==> src/shared/stm_pkg.sv <==
// package: register map, field layouts and types of the split-mode timer
//
// Functional notes
// - mode 3 splits first timer into bytes
// - low byte uses first run/select/gate/flag
// - low byte counts clock or input falls
// - high byte is timer only, never events
// - high byte runs on second run bit
// - high byte overflow sets second flag
// - second timer runs, no events, no flag
// - second timer overflow still feeds baud
// - second timer stops when its mode is 3
// - flags: hardware sets, software/vector clears
// - count needs run and open gate, except in mode 3: high byte needs only second run bit, second timer neither
package stm_pkg;

    localparam int unsigned ADDR_W = 12;
    localparam int unsigned DATA_W = 32;
    localparam int unsigned BYTE_W = 8;

    // register byte offsets, one aligned word each
    localparam logic [ADDR_W-1:0] OFS_MODE   = 12'h080;
    localparam logic [ADDR_W-1:0] OFS_CLKSEL = 12'h084;
    localparam logic [ADDR_W-1:0] OFS_CTRL   = 12'h088;
    localparam logic [ADDR_W-1:0] OFS_T0LO   = 12'h08C;
    localparam logic [ADDR_W-1:0] OFS_T0HI   = 12'h090;
    localparam logic [ADDR_W-1:0] OFS_T1LO   = 12'h094;
    localparam logic [ADDR_W-1:0] OFS_T1HI   = 12'h098;
    localparam logic [ADDR_W-1:0] OFS_ISTAT  = 12'h09C;
    localparam logic [ADDR_W-1:0] OFS_IMASK  = 12'h0A0;

    // reset values
    localparam logic [BYTE_W-1:0] CTRL_RST  = 8'h00;
    localparam logic [BYTE_W-1:0] MODE_RST  = 8'h00;
    localparam logic [3:0]        CLK_RST   = 4'h0;
    localparam logic [BYTE_W-1:0] COUNT_RST = 8'h00;
    localparam logic [1:0]        IRQ_RST   = 2'h0;

    // interrupt status / mask bit positions
    localparam int unsigned IRQ_T0 = 0;
    localparam int unsigned IRQ_T1 = 1;

    // all-ones low byte of the mode-2 reload test
    localparam logic [BYTE_W-1:0] BYTE_ONES = 8'hFF;

    // per-timer operating modes
    typedef enum logic [1:0] {
        STM_MODE13,
        STM_MODE16,
        STM_MODE8R,
        STM_SPLIT
    } stm_mode_t;

    // one half of the mode register
    typedef struct packed {
        logic      gate;   // gate by external input
        logic      ct;     // 1 = count input falls
        stm_mode_t mode;
    } stm_tcfg_t;

    // timer_mode_register: second timer in the upper nibble
    typedef struct packed {
        stm_tcfg_t t1;
        stm_tcfg_t t0;
    } stm_tmode_t;

    // timer_run_and_flag_control layout
    typedef struct packed {
        logic       tf1;
        logic       tr1;
        logic       tf0;
        logic       tr0;
        logic [3:0] ext;   // external interrupt bits, storage only
    } stm_ctrl_t;

    // clock and gate-polarity selection
    typedef struct packed {
        logic pol1;    // active level of second gate input
        logic pol0;    // active level of first gate input
        logic t1_sys;  // 1 = system clock, 0 = prescaled
        logic t0_sys;
    } stm_clk_t;

endpackage

==> src/core/stm_timer.sv <==
// split-mode timer pair with control register and apb slave
//
// Local design decision: the APB register port.
`timescale 1ns/10ps
module stm_timer #(
    parameter int unsigned PRESCALE_DIV = 12  // prescaled tick period
) (
    input  wire logic        pclk,         // system clock
    input  wire logic        presetn,      // async reset, active low
    input  wire logic        psel,         // apb select
    input  wire logic        penable,      // apb access phase
    input  wire logic        pwrite,       // apb direction
    input  wire logic [11:0] paddr,        // apb byte address
    input  wire logic [31:0] pwdata,       // apb write data
    output logic      [31:0] prdata,       // apb read data
    output logic             pready,       // apb ready
    output logic             pslverr,      // apb error, unmapped
    input  wire logic        t0_count_in,  // first external count input
    input  wire logic        t1_count_in,  // second external count input
    input  wire logic        first_external_gate_input,  // gate 0
    input  wire logic        second_external_gate_input, // gate 1
    input  wire logic        t0_vector_ack, // cpu vectors to first isr
    input  wire logic        t1_vector_ack, // cpu vectors to second isr
    output logic             t0_int_req,   // first overflow flag level
    output logic             t1_int_req,   // second overflow flag level
    output logic             baud_tick,    // second timer overflow pulse
    output logic             irq           // masked sticky interrupt
);

    localparam int unsigned PW = (PRESCALE_DIV > 1) ? $clog2(PRESCALE_DIV) : 1;
    localparam logic [PW-1:0] PRE_LAST = PW'(PRESCALE_DIV - 1);

    stm_pkg::stm_ctrl_t  ctrl_r, ctrl_nxt;
    stm_pkg::stm_tmode_t mode_r;
    stm_pkg::stm_clk_t   clk_r;
    logic [7:0]  t0lo_r, t0hi_r, t1lo_r, t1hi_r;
    logic [7:0]  t0lo_nxt, t0hi_nxt, t1lo_nxt, t1hi_nxt;
    logic [1:0]  istat_r, imask_r;
    logic [PW-1:0] pre_r;
    logic        pre_tick;
    logic        t0in_q_r, t1in_q_r;
    logic        fall0, fall1;
    logic        ovf_t0, ovf_t1flag, ovf_t1baud;
    logic        baud_tick_r;
    logic        wr_en, rd_en, mapped;
    logic [31:0] rdata_r;

    // full-timer step for modes 0..2; split mode is handled outside
    function automatic logic [16:0] stm_step(
        input stm_pkg::stm_mode_t m,
        input logic [7:0]         lo,
        input logic [7:0]         hi
    );
        logic [13:0] s13;
        logic [16:0] r;
        s13 = {1'b0, hi, lo[4:0]} + 14'h0001;
        r   = {1'b0, hi, lo};
        case (m)
            stm_pkg::STM_MODE13: begin
                r = {s13[13], s13[12:5], lo[7:5], s13[4:0]};
            end
            stm_pkg::STM_MODE16: begin
                r = {1'b0, hi, lo} + 17'h0_0001;
            end
            stm_pkg::STM_MODE8R: begin
                if (lo == stm_pkg::BYTE_ONES) begin
                    r = {1'b1, hi, hi};
                end else begin
                    r = {1'b0, hi, lo + 8'h01};
                end
            end
            default: begin
                r = {1'b0, hi, lo};
            end
        endcase
        return r;
    endfunction

    // free-running 8-bit split counter, wraps with no reload
    function automatic logic [8:0] stm_inc8(input logic [7:0] v);
        return {1'b0, v} + 9'h001;
    endfunction

    // address decode for the write path and pslverr; the read path decodes on its own
    function automatic logic stm_hit(input logic [11:0] a);
        return (a == stm_pkg::OFS_MODE)  || (a == stm_pkg::OFS_CLKSEL) ||
               (a == stm_pkg::OFS_CTRL)  || (a == stm_pkg::OFS_T0LO)   ||
               (a == stm_pkg::OFS_T0HI)  || (a == stm_pkg::OFS_T1LO)   ||
               (a == stm_pkg::OFS_T1HI)  || (a == stm_pkg::OFS_ISTAT)  ||
               (a == stm_pkg::OFS_IMASK);
    endfunction

    // zero-wait slave; writes land in the access phase
    assign mapped  = stm_hit(paddr);
    assign pready  = 1'b1;
    assign pslverr = psel && penable && !mapped;
    assign wr_en   = psel && penable && pwrite && mapped;
    assign rd_en   = psel && !penable && !pwrite;
    assign prdata  = rdata_r;

    // prescaler: one-cycle enable every PRESCALE_DIV clocks
    always_ff @(posedge pclk or negedge presetn) begin
        if (!presetn) begin
            pre_r <= '0;
        end else if (pre_r == PRE_LAST) begin
            pre_r <= '0;
        end else begin
            pre_r <= pre_r + PW'(1);
        end
    end
    assign pre_tick = (pre_r == PRE_LAST);

    // falling-edge detect of external count inputs
    always_ff @(posedge pclk or negedge presetn) begin
        if (!presetn) begin
            t0in_q_r <= 1'b0;
            t1in_q_r <= 1'b0;
        end else begin
            t0in_q_r <= t0_count_in;
            t1in_q_r <= t1_count_in;
        end
    end
    assign fall0 = t0in_q_r && !t0_count_in;
    assign fall1 = t1in_q_r && !t1_count_in;

    // counting: split mode reroutes run, clock and flags
    always_comb begin
        logic        split0, run0, run1, tmr0, tmr1, tick0, tick1;
        logic [16:0] s0, s1;
        logic [8:0]  lo8, hi8;
        split0 = (mode_r.t0.mode == stm_pkg::STM_SPLIT);
        tmr0   = clk_r.t0_sys ? 1'b1 : pre_tick;
        tmr1   = clk_r.t1_sys ? 1'b1 : pre_tick;
        run0   = ctrl_r.tr0 && (!mode_r.t0.gate ||
                 (first_external_gate_input == clk_r.pol0));
        run1   = ctrl_r.tr1 && (!mode_r.t1.gate ||
                 (second_external_gate_input == clk_r.pol1));
        tick0  = mode_r.t0.ct ? fall0 : tmr0;
        tick1  = tmr1;
        t0lo_nxt   = t0lo_r;
        t0hi_nxt   = t0hi_r;
        t1lo_nxt   = t1lo_r;
        t1hi_nxt   = t1hi_r;
        ovf_t0     = 1'b0;
        ovf_t1flag = 1'b0;
        ovf_t1baud = 1'b0;
        s0  = stm_step(mode_r.t0.mode, t0lo_r, t0hi_r);
        s1  = stm_step(mode_r.t1.mode, t1lo_r, t1hi_r);
        lo8 = stm_inc8(t0lo_r);
        hi8 = stm_inc8(t0hi_r);
        if (split0) begin
            // low byte keeps the first timer's controls
            if (run0 && tick0) begin
                t0lo_nxt = lo8[7:0];
                ovf_t0   = lo8[8];
            end
            // high byte: timer only, second run bit
            if (ctrl_r.tr1 && tmr0) begin
                t0hi_nxt   = hi8[7:0];
                ovf_t1flag = hi8[8];
            end
        end else if (run0 && tick0) begin
            t0lo_nxt = s0[7:0];
            t0hi_nxt = s0[15:8];
            ovf_t0   = s0[16];
        end
        // second timer: in split mode runs on its mode, no events
        if (split0) begin
            tick1 = tmr1;
            run1  = (mode_r.t1.mode != stm_pkg::STM_SPLIT);
        end else begin
            tick1 = mode_r.t1.ct ? fall1 : tmr1;
            run1  = run1 && (mode_r.t1.mode != stm_pkg::STM_SPLIT);
        end
        if (run1 && tick1) begin
            t1lo_nxt   = s1[7:0];
            t1hi_nxt   = s1[15:8];
            ovf_t1baud = s1[16];
            if (!split0 && s1[16]) begin
                ovf_t1flag = 1'b1;
            end
        end
        // software writes take precedence over a same-cycle count
        if (wr_en && paddr == stm_pkg::OFS_T0LO) begin
            t0lo_nxt = pwdata[7:0];
        end
        if (wr_en && paddr == stm_pkg::OFS_T0HI) begin
            t0hi_nxt = pwdata[7:0];
        end
        if (wr_en && paddr == stm_pkg::OFS_T1LO) begin
            t1lo_nxt = pwdata[7:0];
        end
        if (wr_en && paddr == stm_pkg::OFS_T1HI) begin
            t1hi_nxt = pwdata[7:0];
        end
    end

    // count registers
    always_ff @(posedge pclk or negedge presetn) begin
        if (!presetn) begin
            t0lo_r <= stm_pkg::COUNT_RST;
            t0hi_r <= stm_pkg::COUNT_RST;
            t1lo_r <= stm_pkg::COUNT_RST;
            t1hi_r <= stm_pkg::COUNT_RST;
        end else begin
            t0lo_r <= t0lo_nxt;
            t0hi_r <= t0hi_nxt;
            t1lo_r <= t1lo_nxt;
            t1hi_r <= t1hi_nxt;
        end
    end

    // control register; a hardware set beats any clear
    always_comb begin
        ctrl_nxt = ctrl_r;
        if (wr_en && paddr == stm_pkg::OFS_CTRL) begin
            ctrl_nxt = stm_pkg::stm_ctrl_t'(pwdata[7:0]);
        end
        if (t0_vector_ack) begin
            ctrl_nxt.tf0 = 1'b0;
        end
        if (t1_vector_ack) begin
            ctrl_nxt.tf1 = 1'b0;
        end
        if (ovf_t0) begin
            ctrl_nxt.tf0 = 1'b1;
        end
        if (ovf_t1flag) begin
            ctrl_nxt.tf1 = 1'b1;
        end
    end

    always_ff @(posedge pclk or negedge presetn) begin
        if (!presetn) begin
            ctrl_r <= stm_pkg::stm_ctrl_t'(stm_pkg::CTRL_RST);
        end else begin
            ctrl_r <= ctrl_nxt;
        end
    end

    // mode and clock-select registers
    always_ff @(posedge pclk or negedge presetn) begin
        if (!presetn) begin
            mode_r <= stm_pkg::stm_tmode_t'(stm_pkg::MODE_RST);
            clk_r  <= stm_pkg::stm_clk_t'(stm_pkg::CLK_RST);
        end else begin
            if (wr_en && paddr == stm_pkg::OFS_MODE) begin
                mode_r <= stm_pkg::stm_tmode_t'(pwdata[7:0]);
            end
            if (wr_en && paddr == stm_pkg::OFS_CLKSEL) begin
                clk_r <= stm_pkg::stm_clk_t'(pwdata[3:0]);
            end
        end
    end

    // sticky interrupt status, write one to clear, set wins
    always_ff @(posedge pclk or negedge presetn) begin
        if (!presetn) begin
            istat_r <= stm_pkg::IRQ_RST;
            imask_r <= stm_pkg::IRQ_RST;
        end else begin
            if (wr_en && paddr == stm_pkg::OFS_ISTAT) begin
                istat_r <= (istat_r & ~pwdata[1:0]) |
                           {ovf_t1flag, ovf_t0};
            end else begin
                istat_r <= istat_r | {ovf_t1flag, ovf_t0};
            end
            if (wr_en && paddr == stm_pkg::OFS_IMASK) begin
                imask_r <= pwdata[1:0];
            end
        end
    end
    assign irq        = |(istat_r & imask_r);
    assign t0_int_req = ctrl_r.tf0;
    assign t1_int_req = ctrl_r.tf1;

    // baud pulse to serial ports, registered
    always_ff @(posedge pclk or negedge presetn) begin
        if (!presetn) begin
            baud_tick_r <= 1'b0;
        end else begin
            baud_tick_r <= ovf_t1baud;
        end
    end
    assign baud_tick = baud_tick_r;

    // read data captured in the setup phase
    always_ff @(posedge pclk or negedge presetn) begin
        if (!presetn) begin
            rdata_r <= '0;
        end else if (rd_en) begin
            if (paddr == stm_pkg::OFS_MODE) begin
                rdata_r <= {24'h00_0000, mode_r};
            end else if (paddr == stm_pkg::OFS_CLKSEL) begin
                rdata_r <= {28'h000_0000, clk_r};
            end else if (paddr == stm_pkg::OFS_CTRL) begin
                rdata_r <= {24'h00_0000, ctrl_r};
            end else if (paddr == stm_pkg::OFS_T0LO) begin
                rdata_r <= {24'h00_0000, t0lo_r};
            end else if (paddr == stm_pkg::OFS_T0HI) begin
                rdata_r <= {24'h00_0000, t0hi_r};
            end else if (paddr == stm_pkg::OFS_T1LO) begin
                rdata_r <= {24'h00_0000, t1lo_r};
            end else if (paddr == stm_pkg::OFS_T1HI) begin
                rdata_r <= {24'h00_0000, t1hi_r};
            end else if (paddr == stm_pkg::OFS_ISTAT) begin
                rdata_r <= {30'h0000_0000, istat_r};
            end else if (paddr == stm_pkg::OFS_IMASK) begin
                rdata_r <= {30'h0000_0000, imask_r};
            end else begin
                rdata_r <= '0;
            end
        end
    end

endmodule

==> config.mk <==
export PLATFORM = sky130hd
export DESIGN_NAME = stm_timer
export DESIGN_NICKNAME = d
export VERILOG_FILES = /design/src/shared/stm_pkg.sv /design/src/core/stm_timer.sv
export SDC_FILE = /design/constraint.sdc
export NUM_CORES = 1
export LEC_CHECK = 0
export BUFFER_PORTS_ARGS = -buffer_cell sky130_fd_sc_hd__buf_4
export CORE_MARGIN = 1
export CORE_UTILIZATION = 30
export CTS_CLUSTER_SIZE = 12
export DETAILED_ROUTE_END_ITERATION = 8
export MAX_ROUTING_LAYER = met4
export PLACE_DENSITY = 0.54
export RECOVER_POWER = 100
export SETUP_SLACK_MARGIN = 0.4
export SYNTH_ARGS = -nofsm -noshare
export SYNTH_HDL_FRONTEND = slang
export SYNTH_SLANG_ARGS = --single-unit
==> constraint.sdc <==
create_clock -name pclk -period 5.2 [get_ports pclk]
set_clock_uncertainty 0.05 [all_clocks]
set_input_delay 0.52 -clock pclk [delete_from_list [all_inputs] [get_ports pclk]]
set_output_delay 0.52 -clock pclk [all_outputs]
set_load 0.03 [all_outputs]
# Word level (Yosys, flattened, before mapping)
# Index checks and enable logic that the tools add are counted.
op_classes:
  n_bitwise: 5
  n_addsub: 9
  n_reduce_logical: 63
  muxes: 46
  n_eq_ne: 25
op_table:
  columns: ["op", "count"]
  rows:
  - ["two-way mux 8 bit", 18]
  - ["equality test 12 x 8 -> 1 bit (second input constant)", 9]
  - ["one-hot mux 17 bit (3 select lines)", 2]
  - ["two-way mux 32 bit", 2]
  - ["adder 16 x 1 -> 17 bit (second input constant)", 2]
  - ["two-way mux 17 bit", 2]
  - ["adder 13 x 1 -> 14 bit (second input constant)", 2]
  - ["logical AND 1 bit", 24]
  - ["adder 8 x 1 -> 9 bit (second input constant)", 2]
  - ["two-way mux 1 bit", 18]
  - ["adder 8 x 1 -> 8 bit (second input constant)", 2]
  - ["equality test 8 bit (second input constant)", 2]
  - ["nonzero test 3 bit", 5]
  - ["nonzero test 4 bit", 3]
  - ["logical OR 1 bit", 10]
  - ["AND reduction 3 bit", 3]
  - ["zero test 1 bit", 8]
  - ["equality test 2 bit (second input constant)", 3]
  - ["two-way mux 2 bit", 3]
  - ["inequality test 2 bit (second input constant)", 3]
  - ["inequality test 3 bit (second input constant)", 2]
  - ["nonzero test 2 bit", 3]
  - ["nonzero test 5 bit", 1]
  - ["adder 4 x 1 -> 4 bit (second input constant)", 1]
  - ["other kinds (12)", 18]
totals:
  reg_bits: 95
  wordCells: 176
  output_inout_bits: 38

# Logic depth before layout (Yosys ltp)
# Gate-level depths: netlist (run 1).
logic_depth:
  depth_word: 14
  depth_mapped: 9
  mapped_depth_nobuf: 7

# Least setup slack after synthesis (run 1)
# OpenSTA, ideal clock, no wires.
synth_timing:
  path_type: "input -> register"
  startpoint: "input paddr[3]"
  endpoint: "register t1lo_r[2]"
  path_slack_ps: 2980
  t_arrival_ps: 2046
  stages: 7
  n_path_buf: 2
  cell_sequence: "buf_2 > or3_1 > a21oi_1 > and3_2 > and4_1 > buf_4 > mux2_2"
synth_via:
  elab_chain_len: 13
synth_rtl:
  columns: ["item", "line", "rtl"]
  rows:
  - ["from (decl)", "stm_timer.sv:13", "input wire logic [11:0] paddr,"]
  - ["equality test 12 x 8 -> 1 bit", "stm_timer.sv:86", "return (a == stm_pkg::OFS_MODE) || (a == stm_pkg::OFS_CLKSEL) ||"]
  - ["logical OR 1 bit (2 in series)", "stm_timer.sv:86", null]
  - ["logical OR 1 bit (2 in series)", "stm_timer.sv:87", "(a == stm_pkg::OFS_CTRL) || (a == stm_pkg::OFS_T0LO) ||"]
  - ["logical OR 1 bit (2 in series)", "stm_timer.sv:88", "(a == stm_pkg::OFS_T0HI) || (a == stm_pkg::OFS_T1LO) ||"]
  - ["logical OR 1 bit (2 in series)", "stm_timer.sv:89", "(a == stm_pkg::OFS_T1HI) || (a == stm_pkg::OFS_ISTAT) ||"]
  - ["logical AND 1 bit", "stm_timer.sv:97", "assign wr_en = psel && penable && pwrite && mapped;"]
  - ["logical AND 1 bit *", "stm_timer.sv:190", "if (wr_en && paddr == stm_pkg::OFS_T1LO) begin"]
  - ["nonzero test 4 bit (no source line) or nonzero test 2 bit (tied branches)", null, null]
  - ["AND reduction 2 bit (no source line)", null, null]
  - ["to (signal assigned)", "stm_timer.sv:203", "t1lo_r <= stm_pkg::COUNT_RST;"]
  - ["to (signal assigned)", "stm_timer.sv:208", "t1lo_r <= t1lo_nxt;"]
  - ["to (decl)", "stm_timer.sv:36", "logic [7:0] t0lo_r, t0hi_r, t1lo_r, t1hi_r;"]
# Mark *: on every way between the ends. The rest lies on a longest branch, timed or not.
# A chain may end at the register's enable or synchronous reset.

# Final worst setup path (run 1)
layout_timing:
  startpoint: "input paddr[2]"
  endpoint: "register ctrl_r[0] (netlist name)"
layout_via:
  elab_chain_len: 11
layout_rtl:
  columns: ["item", "line", "rtl"]
  rows:
  - ["equality test 12 x 8 -> 1 bit", "stm_timer.sv:86", null]
  - ["logical OR 1 bit (2 in series)", "stm_timer.sv:86", null]
  - ["logical OR 1 bit (2 in series)", "stm_timer.sv:87", null]
  - ["logical OR 1 bit (2 in series)", "stm_timer.sv:88", null]
  - ["logical OR 1 bit (2 in series)", "stm_timer.sv:89", null]
  - ["logical AND 1 bit", "stm_timer.sv:97", null]
  - ["logical AND 1 bit *", "stm_timer.sv:216", "if (wr_en && paddr == stm_pkg::OFS_CTRL) begin"]
  - ["to (signal assigned)", "stm_timer.sv:235", "ctrl_r <= stm_pkg::stm_ctrl_t'(stm_pkg::CTRL_RST);"]
  - ["to (signal assigned)", "stm_timer.sv:237", "ctrl_r <= ctrl_nxt;"]
  - ["to (decl)", "stm_timer.sv:33", "stm_pkg::stm_ctrl_t ctrl_r, ctrl_nxt;"]
# Marked as above.

==> results of run 1 <==
[cell families (layout without fill, tap and decap cells)]
family                   Yosys count  after routing  share of synthesized area
AO/OA/AOI/OAI                    179            179                     0.2207
adder cells (fa/ha/maj)            4              4                   0.009742
AND/OR/NAND/NOR                  207            207                     0.2116
other                              2             25                   0.001462
XOR/XNOR                          21             21                    0.03580
flip-flops                        71             71                     0.3458
buffers and inverters             79             76                    0.08378
multiplexers                      42             42                    0.09108
[power breakdown]
part           internal, uW  leakage [uW]  switching [uW]  total, uW
Combinational          59.3       0.00130             120        179
Clock                   323      0.000126             261        584
Sequential              572      0.000907            34.5        606
Total                   954       0.00233             415       1370
[state kept, by name, indices dropped and copies added (netlist names), 4 cells and up]
| register | cells |
|---|---|
| prdata | 8 |
| pre_r | 4 |
| ctrl_r | 6 |
| t1hi_r | 8 |
| t0lo_r | 8 |
| mode_r | 8 |
| t1lo_r | 8 |
| t0hi_r | 8 |
| clk_r | 4 |
[layout make-up]
| cell class | instances | area, um2 |
|---|---|---|
| clock inverter | 5 | 33.78 |
| clock buffer | 11 | 232.7 |
| fill | 1747 | 11010 |
| timing repair buffer | 43 | 266.5 |
| multi-input combinational | 478 | 2980 |
| sequential | 71 | 1777 |
| tap | 220 | 275.3 |
| inverter | 17 | 63.81 |
[metrics by stage]
stage / utilization / std cells / hold slack [ps] / setup slack, ps / power [uW]
floorplan: - / 628 / 174.4 / 2980 / 738.9
global placement: 0.3278 / 829 / 393.6 / 2316 / 795.7
detailed placement: 0.3278 / 829 / 420.5 / 2306 / 798.7
CTS: 0.3438 / 845 / 221.7 / 2300 / 1389
global route: 0.3382 / 845 / 245.4 / 1704 / 1426
finish: 0.3382 / 845 / 252.0 / 1876 / 1369
[critical path: cells and delay by family]
kind,cells,cell delay (ps)
multiplexers,1,460
AND/OR/NAND/NOR,1,1920
buffers and inverters,1,590
[per-layer routing]
| layer | vias up | track usage | routed length (um) |
|---|---|---|---|
| li1 | 2199 | - | - |
| met1 | 2305 | 0.2636 | 7467 |
| met2 | 215 | 0.2987 | 7606 |
| met3 | 32 | 0.04521 | 1125 |
| met4 | 0 | 0.04981 | 287 |
| met5 | - | - | 0 |
[worst paths after layout]
check | startpoint | endpoint | cells after the start
setup / recovery | paddr[2] | ctrl_r[0] | 3
max in group asynchronous | presetn | t0hi_r[0] | 1
hold / removal | presetn | t1lo_r[4] | 1
hold reg to reg | pre_r[0] | pre_r[0] | 1
min in group pclk | t0_count_in | t0in_q_r | 1
setup reg to reg | mode_r[1] | t0hi_r[5] | 6
[cell usage in the layout, fill, tap and decap left out, types with 5 or more instances in the layout]
cell type and n:
nor2b_1 5, nor2_1 41, a21oi_1 41, a21o_1 5, nor3_1 11, nand3_1 21, o22ai_1 10, inv_1 17
nand2_1 68, clkbuf_1 17, nand4_1 9, mux2i_1 13, o21ai_0 49, xor2_1 8, and3_1 9, o211ai_1 6
conb_1 25, mux2_2 26, clkbuf_16 9, buf_4 26, nand2b_1 8, o221ai_1 5, a31oi_1 14, dfrtp_1 71
a22oi_1 6, xnor2_1 13
==> impl_metrics.csv, run 1 <==
group,metric,value,unit
status,status,"complete, but fails checks",
status,failed_checks,"capacitance limit, slew limit",
setup_path,critPathMaxFanout,33,
yosys,yosysTopAreaCellShare,0.3458,
global_route,grt_overflow,0,
clock_network,cts_tree,"built",
die,ios,93,
setup_path,path_class,"in -> reg",
clock_network,worstSkewPairLatency,350,ps
yosys,synth_top_area_cell,"dfrtp_1",
setup_path,arrival,3500,ps
setup_path,required,5380,ps
final_layout,final_cell_area,0.005629,mm2
clock_network,htree_levels,3,
die,die-area,0.01765,mm2
timing,slew_viol_final,59,
yosys,ys_seq_elements,71,
final_layout,insertedDiodeCount,0,
final_layout,syn_to_final_growth,9.571,%
final_layout,drive_gt1_frac,0.1248,
drt,vias_per_cell,5.622,
clock_network,cts_root_buf,"clkbuf_16",
clock_network,clk_pin_slew,60,ps
yosys,synthCells,605,
setup_path,endpoint_kind,"flop",
yosys,ys_seq_area_frac,0.3458,
timing,timing.setup.tns,0,ps
setup_path,path_cells,"clkbuf_1, nor4_1, mux2_2",
final_layout,layout.nets,679,
power_and_ir_drop,cellPowerDensity,243.2,mW/mm2
yosys,syn_avg_cell_area,8.492,um2
drt,via_count,4751,
clock_network,cts_buffer_depth,2,
timing,rsz0062_at_grt,"false",
drt,wl_per_cell,19.51,um
power_and_ir_drop,leakagePower,0.002334,uW
setup_path,r2r_setup_slack,1950,ps
yosys,synth-edff-count,0,
global_route,grt_pass1_wl,25990,um
die,coreArea,0.01664,mm2
timing,fin_crit,3324,ps
yosys,ys.flop_type,"dfrtp_1",
yosys,synthTopCellsByCount,"dfrtp_1 (71), nand2_1 (68), o21ai_0 (45)",
drt,drt_iter0_markers,422,
clock_network,postCtsSetupBuffers,0,
power_and_ir_drop,peakVddDrop,0.1519,mV
yosys,synth.area.top_cells,"dfrtp_1 (35%), mux2_2 (5.7%), nand2_1 (5.0%), o21ai_0 (4.4%), a21oi_1 (4.0%)",
yosys,synth.yosys.warnings,0,
drt,routed_wl,16490,um
worst_hold_path,holdCritPathClass,"in -> async",
global_route,grt_pass1_vias,4525,
global_route,grt_max_degree,72,
global_route,groute.usage.overall,0.1972,
timing,min_period_over_period,0.6393,
drt,postRouteAntennaNets,0,
timing,timing.fmax,300.8,MHz
die,die_y,132.9,um
yosys,synth_cell_types,73,
die,row_count,47,
timing,max-slew-margin-rel,-0.4523,
global_route,antenna_found_initial,0,
clock_network,cts_resized,0,
placed_design,io_buffer_count,43,
yosys,synthMostInstantiatedCell,"dfrtp_1",
setup_path,max_stage_delay,1920,ps
placed_design,dp_hpwl,11860,um
die,fp.dieW,132.9,um
yosys,async_flop_share,1.000,
flow_run,maxCapViolCount,3,
clock_network,cts_buffers,9,
die,initial_core_util,0.3087,
setup_path,slowest_stage,"nor4_1",
placed_design,place_congestion,0.8967,
clock_network,hold_buffers,0,
setup_path,start_kind,"input pin",
drt,drc_errors,0,
timing,finalHoldViolCount,0,
yosys,mappedNetlistArea,0.005137,mm2
clock_network,cts.sinks,71,
placed_design,placed_area,0.005455,mm2
timing,setup_viol,0,
drt,first_pass_iters,7,
timing,worstMarginPinSlew,2159,ps
Note: power is estimated with default switching activity, not from simulation.
==> inputs of run 2 (changes only) <==
ABC_AREA = 1   (was default)
PLACE_DENSITY = 0.56   (was 0.54)
clock period = 3 ns   (was 5.2 ns; I/O delays follow)
==> impl_metrics.csv, run 2 <==
group,metric,value,unit
power_and_ir_drop,pwr-share-seq,0.405,
global_route,antenna_found_initial,0,
power_and_ir_drop,leakagePower,0.002998,uW
die,initial_core_util,0.3083,
yosys,ys_seq_area_frac,0.3320,
power_and_ir_drop,p_sw,639.6,uW
yosys,synth_mux_area_frac,0,
drt,drt_iter0_markers,439,
yosys,synth_cell_types,39,
timing,finalHoldViolCount,0,
clock_network,cts_buffer_depth,2,
final_layout,nFillCells,1901,
global_route,groute.usage.overall,0.2134,
flow_run,maxCapViolCount,1,
yosys,synth_top_family_by_area,"simple AND/OR/NAND/NOR gates",
worst_hold_path,holdCritPathClass,"in -> reg",
placed_design,placedCellCount,1100,
drt,postRouteAntennaNets,0,
clock_network,cts_buffers,9,
power_and_ir_drop,p_comb_frac,0.082,
timing,timing.setup.tns,0,ps
yosys,synth.yosys.warnings,0,
global_route,grt_pass1_wl,28910,um
yosys,synthMostInstantiatedCell,"nand2_1",
yosys,yosys.area_share.adder,0.009352,
global_route,grt_pass1_vias,5450,
final_layout,final_cell_mix,"nand2_1 (245), inv_1 (113), nand3_1 (94)",
timing,slew_viol_final,72,
setup_path,endpoint_kind,"flop",
clock_network,worstSkewPairLatency,360,ps
die,die_y,135.6,um
timing,timing.fmax,414.0,MHz
clock_network,clk_pin_slew,60,ps
die,die-area,0.01838,mm2
yosys,syn_avg_cell_area,6.386,um2
yosys,synth_top_area_cell,"dfrtp_1",
die,ios,93,
setup_path,r2r_cells,10,
final_layout,final_common_cell,"nand2_1",
yosys,synth-edff-count,0,
clock_network,postCtsSetupBuffers,0,
timing,worstMarginPinSlew,1888,ps
die,row_count,48,
power_and_ir_drop,cellPowerDensity,392.1,mW/mm2
clock_network,cts_resized,0,
final_layout,multi_input_area,0.002968,mm2
power_and_ir_drop,peakVddDrop,0.3046,mV
timing,min_period_over_period,0.8051,
drt,routed_wl,17950,um
yosys,yosysTopAreaCellShare,0.3320,
setup_path,critPathMaxFanout,8,
power_and_ir_drop,clkPwrFrac,0.513,
yosys,synth.area.top_cells,"dfrtp_1 (33%), nand2_1 (17%), nand3_1 (8.8%), inv_1 (7.8%), o21ai_0 (5.4%)",
placed_design,io_buffer_count,43,
yosys,mappedNetlistArea,0.005351,mm2
timing,max-slew-margin-rel,-0.2587,
timing,fin_crit,2415,ps
drt,first_pass_iters,5,
drt,via_count,5599,
final_layout,utilization,0.3536,
timing,setup_viol,0,
power_and_ir_drop,p_int,1767,uW
final_layout,syn_to_final_growth,14.68,%
yosys,synthCells,838,
final_layout,layout.nets,946,
worst_hold_path,whs_path_depth,1,
power_and_ir_drop,p_sw_frac,0.2658,
clock_network,cts_root_buf,"clkbuf_16",
die,coreArea,0.01736,mm2
final_layout,drive_gt1_frac,0.08296,
clock_network,cts.sinks,71,
yosys,async_flop_share,1.000,
setup_path,required,3200,ps
final_layout,seqCellArea,0.001777,mm2
setup_path,start_kind,"flop",
setup_path,arrival,2610,ps
final_layout,insertedDiodeCount,0,
status,failed_checks,"capacitance limit, slew limit",
placed_design,place_congestion,0.9324,
status,status,"complete, but fails checks",
drt,drc_errors,0,
yosys,synth_xor_area_frac,0.01146,
final_layout,final_cells,1117,
yosys,ys_seq_elements,71,
placed_design,dp_hpwl,13790,um
clock_network,cts_tree,"built",
timing,rsz0062_at_grt,"false",
yosys,yosys.area_share.simple,0.3718,
yosys,ys.flop_type,"dfrtp_1",
yosys,synth_compound_area_frac,0.1464,
global_route,grt_overflow,0,
global_route,grt_max_degree,72,
clock_network,htree_levels,3,
drt,wl_per_cell,16.07,um
yosys,synthTopCellsByCount,"nand2_1 (242), inv_1 (111), nand3_1 (94)",
die,fp.dieW,135.6,um
power_and_ir_drop,fin_total_pwr,2406,uW
drt,vias_per_cell,5.013,
setup_path,path_class,"reg -> reg",
run 2: cells by family after synthesis:
kind of cell / count (synthesis)
adder cells (fa/ha/maj): 4
AND/OR/NAND/NOR: 463
XOR/XNOR: 7
AO/OA/AOI/OAI: 135
other: 2
buffers and inverters: 156
flip-flops: 71
run 2: cell type report:
| class | instances | share of cell area |
|---|---|---|
| sequential | 71 | 0.2895 |
| timing repair buffer | 52 | 0.05382 |
| clock buffer | 9 | 0.03670 |
| multi-input combinational | 634 | 0.4836 |
| tap | 225 | 0.04587 |
| clock inverter | 7 | 0.01774 |
| inverter | 119 | 0.07278 |
run 2: worst max-delay path, cell delays in order, from the launching register on:
cell      delay [ps]
dfrtp_1          390
ha_1             230
nand3_1          210
nand3b_1         110
nand3_1           80
clkbuf_1         410
o22ai_1          280
nand2_1          250
o21ai_0          150
nand2_1           90
nand2_1           50
run 2: what timing repair did:
item / 4_1_cts / 5_1_grt
hold buffers: 0 / 1
endpoints found under the hold margin: 0 / 1
endpoints found under the setup margin: 0 / 0
run 2: power by group through the flow:
| stage | Clock, uW | Sequential, uW | Combinational, uW |
|---|---|---|---|
| after floorplan | 0 | 1010 | 110 |
| after global placement | 0 | 993 | 208 |
| after detailed placement | 0 | 993 | 209 |
| after CTS | 1260 | 975 | 210 |
| after global routing | 1300 | 975 | 216 |
| final | 1230 | 975 | 198 |
run 2: metrics by stage:
| step | area [um2] | hold WS (ps) | worst slack [ps] |
|---|---|---|---|
| 3_5_place_dp | 5866 | 374.1 | 661.4 |
| 4_1_cts | 6200 | 1.086 | 752.8 |
| 2_1_floorplan | 5438 | -45.59 | 1149 |
| 3_3_place_gp | 5866 | 368.4 | 696.1 |
| 6_report | 6137 | 34.88 | 584.7 |
| 5_1_grt | 6137 | 25.67 | 455.1 |
run 2: routing by layer:
layer,routed length (um),GRT usage,up-vias
li1,-,-,2784
met1,8094,0.2659,2606
met2,8297,0.3313,175
met3,1091,0.04938,34
met4,463,0.08614,0
met5,0,-,-
run 2: worst paths after layout:
check                                  from  slack, ps          to
min in group asynchronous           presetn        380  imask_r[0]
max in group asynchronous           presetn       1360   t0lo_r[5]
worst max register to register     pre_r[0]        580   t0hi_r[5]
worst min-delay path            t1_count_in         30    t1in_q_r
worst max-delay path               pre_r[0]        580   t0hi_r[5]
worst min register to register    prdata[2]        430   prdata[2]
